$ cat config.mk
export PLATFORM = sky130hd
export DESIGN_NAME = utes_top
export DESIGN_NICKNAME = d
export VERILOG_FILES = /design/src/utes_occupancy.v /design/src/utes_top.v
export VERILOG_INCLUDE_DIRS = /design/src
export SDC_FILE = /design/constraint.sdc
export NUM_CORES = 1
export LEC_CHECK = 0
export BUFFER_PORTS_ARGS = -buffer_cell sky130_fd_sc_hd__buf_4
export CAP_MARGIN = 15
export CORE_MARGIN = 2
export CORE_UTILIZATION = 30
export DETAILED_ROUTE_END_ITERATION = 8
export GPL_TIMING_DRIVEN = 0
export SLEW_MARGIN = 20
export SYNTH_ARGS = -nofsm -noshare
export SYNTH_HDL_FRONTEND = slang
export SYNTH_SLANG_ARGS = --single-unit
$ cat constraint.sdc
create_clock -name core_clk -period 2.18 [get_ports core_clk]
set_input_delay 0.654 -clock core_clk [delete_from_list [all_inputs] [get_ports core_clk]]
set_output_delay 0.654 -clock core_clk [all_outputs]
set_load 0.02 [all_outputs]
$ cat src/utes_consts.vh
// constants for the uart transmit-empty status block: offsets, field positions, reset values
// assumes byte addressing on a 32-bit AXI4-Lite bus, one aligned word per register
`ifndef UTES_CONSTS_VH
`define UTES_CONSTS_VH

// ----------------------------------------
// register map
// ----------------------------------------
`define UTES_ADDR_W 8
`define UTES_OFF_LINE_STATUS 8'h00
`define UTES_OFF_CONTROL 8'h04
`define UTES_OFF_INT_STATUS 8'h08
`define UTES_OFF_INT_MASK 8'h0C

// ----------------------------------------
// fields
// ----------------------------------------
`define UTES_LS_HOLD_EMPTY 5
`define UTES_LS_ALL_EMPTY 6
`define UTES_CTL_FIFO_MODE 0
`define UTES_CTL_HOLD_IE 1
`define UTES_EV_HOLD_EMPTY 0
`define UTES_EV_ALL_EMPTY 1
`define UTES_EV_W 2

// ----------------------------------------
// reset values and bus answers
// ----------------------------------------
`define UTES_FLAG_RST 1'h1
`define UTES_CTL_RST 2'h0
`define UTES_EV_RST 2'h0
`define UTES_RESP_OKAY 2'h0
`define UTES_RESP_SLVERR 2'h2

`endif

$ cat src/utes_occupancy.v
// tracks what the transmit path holds and derives the two empty flags
// assumes one-cycle pulses from the uart core, synchronous to clk
`timescale 1ns/1ps
`default_nettype none
`include "utes_consts.vh"

module utes_occupancy (
    input wire clk,
    input wire rst_n,
    input wire hold_load,
    input wire shift_load,
    input wire shift_done,
    input wire fifo_mode,
    input wire fifo_empty,
    output reg holding_empty_flag,
    output reg all_empty_flag
);

reg hold_full;
reg shift_full;
wire next_hold_full;
wire next_shift_full;
wire next_holding_empty;
wire next_all_empty;

// a load in the same cycle as the move keeps the holding register full
assign next_hold_full = hold_load ? 1'b1 : (shift_load ? 1'b0 : hold_full);
assign next_shift_full = shift_load ? 1'b1 : (shift_done ? 1'b0 : shift_full);
// fifo level lags the load by a cycle, so the load itself masks it
assign next_holding_empty = fifo_mode ? (fifo_empty && !hold_load)
                                      : !next_hold_full;
assign next_all_empty = next_holding_empty && !next_hold_full
                        && !next_shift_full;

always @(posedge clk or negedge rst_n) begin
    if (!rst_n) begin
        hold_full <= 1'b0;
        shift_full <= 1'b0;
        holding_empty_flag <= `UTES_FLAG_RST;
        all_empty_flag <= `UTES_FLAG_RST;
    end else begin
        hold_full <= next_hold_full;
        shift_full <= next_shift_full;
        holding_empty_flag <= next_holding_empty;
        all_empty_flag <= next_all_empty;
    end
end

endmodule
`default_nettype wire

$ cat src/utes_top.v
// uart transmit-empty status: line status flags, interrupt logic, AXI4-Lite slave
// assumes the uart core gives one-cycle load/move/done pulses and a fifo-empty level
`timescale 1ns/1ps
`default_nettype none
`include "utes_consts.vh"

module utes_top (
    input wire core_clk,
    input wire rstn,
    // AXI4-Lite slave
    input wire [`UTES_ADDR_W-1:0] s_axi_awaddr,
    input wire s_axi_awvalid,
    output wire s_axi_awready,
    input wire [31:0] s_axi_wdata,
    input wire [3:0] s_axi_wstrb,
    input wire s_axi_wvalid,
    output wire s_axi_wready,
    output reg [1:0] s_axi_bresp,
    output reg s_axi_bvalid,
    input wire s_axi_bready,
    input wire [`UTES_ADDR_W-1:0] s_axi_araddr,
    input wire s_axi_arvalid,
    output wire s_axi_arready,
    output reg [31:0] s_axi_rdata,
    output reg [1:0] s_axi_rresp,
    output reg s_axi_rvalid,
    input wire s_axi_rready,
    // uart transmit path
    input wire tx_hold_load,
    input wire tx_shift_load,
    input wire tx_shift_done,
    input wire tx_fifo_empty,
    output wire irq
);

// ----------------------------------------
// reset release
// ----------------------------------------
reg rst_q1;
reg rst_q2;
wire rst_n;

always @(posedge core_clk or negedge rstn) begin
    if (!rstn) begin
        rst_q1 <= 1'b0;
        rst_q2 <= 1'b0;
    end else begin
        rst_q1 <= 1'b1;
        rst_q2 <= rst_q1;
    end
end
assign rst_n = rst_q2;

// ----------------------------------------
// flag core
// ----------------------------------------
reg [1:0] control;
wire tx_holding_empty_flag;
wire tx_all_empty_flag;

utes_occupancy utes_occupancy_i (
    .clk(core_clk),
    .rst_n(rst_n),
    .hold_load(tx_hold_load),
    .shift_load(tx_shift_load),
    .shift_done(tx_shift_done),
    .fifo_mode(control[`UTES_CTL_FIFO_MODE]),
    .fifo_empty(tx_fifo_empty),
    .holding_empty_flag(tx_holding_empty_flag),
    .all_empty_flag(tx_all_empty_flag)
);

function [31:0] line_status_word;
    input hold_empty;
    input all_empty;
    begin
        line_status_word = 32'h0;
        line_status_word[`UTES_LS_HOLD_EMPTY] = hold_empty;
        line_status_word[`UTES_LS_ALL_EMPTY] = all_empty;
    end
endfunction

// ----------------------------------------
// write channel
// ----------------------------------------
reg aw_got;
reg w_got;
reg [`UTES_ADDR_W-1:0] aw_addr;
reg [31:0] w_data;
reg w_lane0;
wire aw_fire;
wire w_fire;
wire wr_do;
wire [`UTES_ADDR_W-1:0] wr_addr;
wire [31:0] wr_data;
wire wr_lane0;

assign s_axi_awready = !aw_got && !s_axi_bvalid;
assign s_axi_wready = !w_got && !s_axi_bvalid;
assign aw_fire = s_axi_awvalid && s_axi_awready;
assign w_fire = s_axi_wvalid && s_axi_wready;
// write completes once both halves are present, in either order
assign wr_do = (aw_got || aw_fire) && (w_got || w_fire) && !s_axi_bvalid;
assign wr_addr = aw_got ? aw_addr : s_axi_awaddr;
assign wr_data = w_got ? w_data : s_axi_wdata;
assign wr_lane0 = w_got ? w_lane0 : s_axi_wstrb[0];

function is_mapped;
    input [`UTES_ADDR_W-1:0] a;
    begin
        is_mapped = (a == `UTES_OFF_LINE_STATUS) || (a == `UTES_OFF_CONTROL)
                    || (a == `UTES_OFF_INT_STATUS) || (a == `UTES_OFF_INT_MASK);
    end
endfunction

always @(posedge core_clk or negedge rst_n) begin
    if (!rst_n) begin
        aw_got <= 1'b0;
        w_got <= 1'b0;
        aw_addr <= {`UTES_ADDR_W{1'b0}};
        w_data <= 32'h0;
        w_lane0 <= 1'b0;
        s_axi_bvalid <= 1'b0;
        s_axi_bresp <= `UTES_RESP_OKAY;
    end else begin
        if (wr_do) begin
            aw_got <= 1'b0;
            w_got <= 1'b0;
            s_axi_bvalid <= 1'b1;
            s_axi_bresp <= is_mapped(wr_addr) ? `UTES_RESP_OKAY : `UTES_RESP_SLVERR;
        end else begin
            if (aw_fire) begin
                aw_got <= 1'b1;
                aw_addr <= s_axi_awaddr;
            end
            if (w_fire) begin
                w_got <= 1'b1;
                w_data <= s_axi_wdata;
                w_lane0 <= s_axi_wstrb[0];
            end
            if (s_axi_bvalid && s_axi_bready) begin
                s_axi_bvalid <= 1'b0;
            end
        end
    end
end

// ----------------------------------------
// control, event status and mask
// ----------------------------------------
reg [`UTES_EV_W-1:0] int_status;
reg [`UTES_EV_W-1:0] int_mask;
reg prev_hold_empty;
reg prev_all_empty;
wire [`UTES_EV_W-1:0] ev_set;
wire [`UTES_EV_W-1:0] ev_clr;
wire ctl_wr;
wire mask_wr;
wire stat_wr;

assign ev_set[`UTES_EV_HOLD_EMPTY] = tx_holding_empty_flag && !prev_hold_empty;
assign ev_set[`UTES_EV_ALL_EMPTY] = tx_all_empty_flag && !prev_all_empty;
assign ctl_wr = wr_do && wr_lane0 && (wr_addr == `UTES_OFF_CONTROL);
assign mask_wr = wr_do && wr_lane0 && (wr_addr == `UTES_OFF_INT_MASK);
assign stat_wr = wr_do && wr_lane0 && (wr_addr == `UTES_OFF_INT_STATUS);
assign ev_clr = stat_wr ? wr_data[`UTES_EV_W-1:0] : {`UTES_EV_W{1'b0}};

// line status has no write path at all; such writes answer OKAY and do nothing
always @(posedge core_clk or negedge rst_n) begin
    if (!rst_n) begin
        control <= `UTES_CTL_RST;
        int_mask <= `UTES_EV_RST;
        int_status <= `UTES_EV_RST;
        prev_hold_empty <= `UTES_FLAG_RST;
        prev_all_empty <= `UTES_FLAG_RST;
    end else begin
        prev_hold_empty <= tx_holding_empty_flag;
        prev_all_empty <= tx_all_empty_flag;
        if (ctl_wr) begin
            control <= wr_data[1:0];
        end
        if (mask_wr) begin
            int_mask <= wr_data[`UTES_EV_W-1:0];
        end
        // set wins over a same-cycle write-one clear
        int_status <= (int_status & ~ev_clr) | ev_set;
    end
end

// holding-empty request stands as a level, independent of the sticky events
assign irq = (tx_holding_empty_flag && control[`UTES_CTL_HOLD_IE])
             || |(int_status & int_mask);

// ----------------------------------------
// read channel
// ----------------------------------------
reg [31:0] next_rdata;
reg [1:0] next_rresp;
wire ar_fire;

assign s_axi_arready = !s_axi_rvalid;
assign ar_fire = s_axi_arvalid && s_axi_arready;

always @* begin
    next_rdata = 32'h0;
    next_rresp = `UTES_RESP_OKAY;
    case (s_axi_araddr)
        `UTES_OFF_LINE_STATUS: begin
            next_rdata = line_status_word(tx_holding_empty_flag,
                                          tx_all_empty_flag);
        end
        `UTES_OFF_CONTROL: begin
            next_rdata[1:0] = control;
        end
        `UTES_OFF_INT_STATUS: begin
            next_rdata[`UTES_EV_W-1:0] = int_status;
        end
        `UTES_OFF_INT_MASK: begin
            next_rdata[`UTES_EV_W-1:0] = int_mask;
        end
        default: begin
            next_rresp = `UTES_RESP_SLVERR;
        end
    endcase
end

always @(posedge core_clk or negedge rst_n) begin
    if (!rst_n) begin
        s_axi_rvalid <= 1'b0;
        s_axi_rdata <= 32'h0;
        s_axi_rresp <= `UTES_RESP_OKAY;
    end else begin
        if (ar_fire) begin
            s_axi_rvalid <= 1'b1;
            s_axi_rdata <= next_rdata;
            s_axi_rresp <= next_rresp;
        end else if (s_axi_rvalid && s_axi_rready) begin
            s_axi_rvalid <= 1'b0;
        end
    end
end

endmodule
`default_nettype wire

* After elaboration in Yosys (flattened, before gate mapping)
Cells that the tools add are included.
** Cells by class
- $add $sub $neg :: 0
- $mul :: 0
- Divide/modulo/power cells :: 0
- Order comparisons :: 0
- Equality and inequality tests :: 6
- Shift operators :: 0
- Muxes and demuxes :: 21
- Bitwise logic cells :: 5
- Reduce and logical (&&, ||, !) cells :: 44
** Operator list (number)
- $eq A8 B4 Y1 const B :: 4
- $logic_and A1 B1 Y1 :: 19
- $eq A8 B3 Y1 const B :: 2
- $logic_not A8 Y1 :: 2
- $mux W1 :: 14
- $logic_not A1 Y1 :: 9
- $mux W2 :: 4
- $mux W8 :: 1
- $reduce_bool A2 Y1 :: 4
- $logic_or A1 B1 Y1 :: 6
- $pmux W2 S3 :: 1
- $mux W5 :: 1
- $and A2 B2 Y2 :: 2
- $reduce_and A2 Y1 :: 2
- $reduce_or A4 Y1 :: 1
- $not A2 Y2 :: 1
- $or A2 B2 Y2 :: 1
- $reduce_or A2 Y1 :: 1
- $not A1 Y1 :: 1
** Word-level totals
- Flip-flop bits (word level) :: 65
- Bits in latches :: 0
- Memory bits (writable) :: 0
- Bits in read-only memories :: 0
- Input port bits :: 63
- Output and inout port bits :: 42
- Logic and storage cells :: 97
- Memories kept :: 0

* Logic depth before layout (Yosys ltp)
- Depth in word-level cells :: 12
- Mapped depth :: 6
- Mapped depth without buffers :: 5

* By module
Synthesis repeated with hierarchy kept, for this count alone.
** Second synthesis, totals
- Cell total of the unflattened synthesis :: 160
- Area total of the unflattened synthesis :: 1839.3 um2
** Modules (own cells, without submodules)
- utes_top :: times used 1, cells an instance 147, area an instance 1651.6 um2, sequential area each 778.2 um2
- utes_occupancy :: times used 1, cells an instance 13, area an instance 187.7 um2, sequential area each 102.6 um2

* Least setup slack after synthesis
OpenSTA, ideal clock, no wires.
- Path kind :: input-to-reg
- Start :: in s_axi_awaddr[4]
- End :: reg int_mask[0]
- Library setup time :: 0.125 ns
- Data arrival time :: 1.630 ns
- Required time :: 2.055 ns
- Path slack :: 0.425 ns
- Cell stages on the path :: 5
- Path buffers :: 0
- Path through :: nor4_1 > nand2_1 > nand2_1 > and4b_4 > mux2_4
** On the way
- Cells in the longest elaborated chain, start to end :: 3
** RTL lines
- from (decl) :: RTL line utes_top.v:11 : input wire [`UTES_ADDR_W-1:0] s_axi_awaddr,
- $mux W8 :: RTL line utes_top.v:104 : assign wr_addr = aw_got ? aw_addr : s_axi_awaddr;
- $eq A8 B4 Y1 (no source line)
- $logic_and A1 B1 Y1 :: RTL line utes_top.v:164 : assign mask_wr = wr_do && wr_lane0 && (wr_addr == `UTES_OFF_INT_MASK);
- to (signal assigned) :: RTL line utes_top.v:172 : int_mask <= `UTES_EV_RST;
- to (signal assigned) :: RTL line utes_top.v:183 : int_mask <= wr_data[`UTES_EV_W-1:0];
- to (decl) :: RTL line utes_top.v:152 : reg [`UTES_EV_W-1:0] int_mask;
No other way between the ends.
A chain may end at the register's enable or synchronous reset.

* Final worst setup path
- Start :: reg int_mask[0]
- End :: out irq
** On the way
- Cells in the longest elaborated chain, start to end :: 3
** RTL lines
- $and A2 B2 Y2 :: RTL line utes_top.v:192 : || |(int_status & int_mask);
- $reduce_or A2 Y1 :: RTL line utes_top.v:192
- $logic_or A1 B1 Y1 :: RTL line utes_top.v:191 : assign irq = (tx_holding_empty_flag && control[`UTES_CTL_HOLD_IE])
- to (decl) :: RTL line utes_top.v:33 : output wire irq
No other way between the ends.

==> impl_metrics.tcl <==
set metrics [dict create \
    die_area_sq_um 6510 \
    drcViolationCount 0 \
    cts_tree "done" \
    setup_violations 0 \
    drv_cap 0 \
    fin_util_pct 42.1 \
    antenna_found_initial 0 \
    crit_type "flop to output port" \
    clkTransAtPathRegs_ns 0.07 \
    synth.area.mux_share_pct 14.6 \
    hold_class "input pin to async pin" \
    ir_drop_mv 0.560 \
    hold_violations 0 \
    slew_headroom_pct 51.9 \
    max-clock-path-buffers 2 \
    io_pins 105 \
    grt_usage_pct 11.1 \
    ys_seq_area_share_pct 50.0 \
    via_per_inst 4.03 \
    io_buffers 41 \
    avgSynthCellArea_sq_um 11.1 \
    synth_compound_gate_area_share_pct 7.88 \
    clock-sinks 35 \
    placed_cell_area_sq_um 2270 \
    fp.dieH_um 80.7 \
    grt_pass1_vias 1219 \
    tightest_slew_ns 0.721 \
    fin_setup_tns_ns 0 \
    dieWidth_um 80.7 \
    fmax_mhz 518 \
    reg2reg_depth 5 \
    synth_cells 159 \
    synth-seq-cells 35 \
    grt_overflow 0 \
    synth_ff_type "dfrtp_1" \
    core_sq_um 5610 \
    grt_max_degree 34 \
    drive_gt1_share_pct 45.6 \
    dp_hpwl_mm 2.56 \
    synth_xor_area_share_pct 0 \
    cts_buffers 5 \
    critPathArrivalTime_ns 1.28 \
    rsz0062_at_grt "no" \
    total_power_mw 2.15 \
    routed_wl_mm 3.31 \
    worst_setup_path_end_kind "output port" \
    rrSetupSlack_ns 0.51 \
    cts_hold_buf 0 \
    h-tree-depth 2 \
    stdcell_count 309 \
    gp_congestion 0.697 \
    start_util_pct 31.4 \
    synth_top_family_by_area "buffers and inverters" \
    num_vias 1246 \
    synth_fa_ha_area_share_pct 0 \
    cts.repair.resized 0 \
    place_inst 301 \
    design_area_sq_um 2360 \
    yosys.area_share.simple_pct 11.9 \
    yosys.cell_types.count 32 \
    yosysTopAreaCell "dfrtp_1" \
    syn-cell-area_sq_um 1760 \
    slew_viol_final 0 \
    dp_slack_ns 0.165 \
    first_pass_iters 4 \
    ys_warn_count 0 \
    ant_nets 0 \
    clock_latency_ns 0.28 \
    grt_pass1_wl_mm 5.49 \
    antenna_cells 0 \
    critPathLaunchType "flop" \
    post-route-period-util_pct 88.5 \
    post-cts-setup-buffer-count 0 \
    r2r-start "aw_addr[4]" \
    avgRoutedWirePerCell_um 10.7 \
    r2r_end "int_mask[1]" \
    ys_top_cells_by_count "dfrtp_1 (31), buf_4 (30), mux2_2 (16)" \
    num_rows 27 \
    synth_top_cell_area_share_pct 44.0 \
    min_period_ns 1.93 \
    cts-root-buf "clkbuf_8" \
    drt-initial-drc-count 49 \
    post-synth-top-count-cell "dfrtp_1" \
    p_per_area_nw_per_um2 912 \
    whs_ns 0.137 \
    crit_fanout 3 \
    finClkSkew_ns 0.00108 \
    synth_edf_count 0 \
    area_growth_syn_to_layout_pct 34.0 \
    leakage_nw 1.22 \
    critPathRequiredTime_ns 1.53 \
    async_flop_share_pct 100 \
    outcome "finished clean" \
    worst_slack_ns 0.250 \
    layout.nets 299 \
    ys_top_cells_by_area "dfrtp_1 (44%), buf_4 (13%), mux2_2 (10%)" \
]
[critical path, cell delays in order, from the launching register on]
cell,delay [ns]
dfrtp_1,0.40
a222oi_1,0.36
inv_1,0.07
buf_4,0.16
[how the worst max path moves through the flow]
stage                     depth (start not counted)  slack [ns]            start     endpoint
after global routing                              3        0.17      int_mask[0]          irq
after global placement                            6        0.17  s_axi_awaddr[4]  int_mask[1]
final                                             3        0.25      int_mask[0]          irq
after detailed placement                          6        0.17  s_axi_awaddr[4]  int_mask[1]
after floorplan                                   5        0.42  s_axi_awaddr[4]  int_mask[0]
after CTS                                         3        0.21      int_mask[0]          irq
[routing by layer]
metal	routed length [um]	GRT usage [%]	share of wire [%]	up-vias
met4	70	6.10	2.1	0
met5	0	0	0	-
met1	1410	13.3	43	567
li1	-	-	-	629
met3	225	2.92	6.8	7
met2	1600	18.1	48	43
[layout make-up]
type / instances / area (sq um)
Buffer: 32 / 241
Clock buffer: 7 / 86.3
Clock inverter: 1 / 5.00
Fill cell: 578 / 3250
Inverter: 7 / 26.3
Multi-Input combinational cell: 114 / 723
Sequential cell: 35 / 882
Tap cell: 72 / 90.1
Timing Repair Buffer: 41 / 308
[power breakdown]
part	leakage (nW)	switching, mW	total [mW]	internal [mW]
Sequential	0.415	0.119	0.938	0.819
Combinational	0.758	0.349	0.737	0.388
Clock	0.0482	0.225	0.479	0.255
[cell usage in the layout (no fill, tap or decap), drive strengths merged, types with 3 or more instances in the layout]
cell,instances
buf,73
conb,31
dfrtp,31
mux2,21
nand2,12
nor2,10
nand3,8
inv,7
clkbuf,7
o21ai,6
dfstp,4
nor2b,3
[kinds of logic (layout without fill, tap and decap cells)]
logic type,Yosys count,count (layout)
compound gates,19,19
simple gates,42,42
flops,35,35
buf+inv,39,88
other cells,2,31
mux,22,22
[sequential cells by signal, indices dropped and copies added, names as in the netlist, 2 cells and up]
name / cells
aw_addr: 8
s_axi_rdata: 4
w_data: 2
int_mask: 2
int_status: 2
control: 2
No activity file was read; power rests on OpenSTA's default activity.
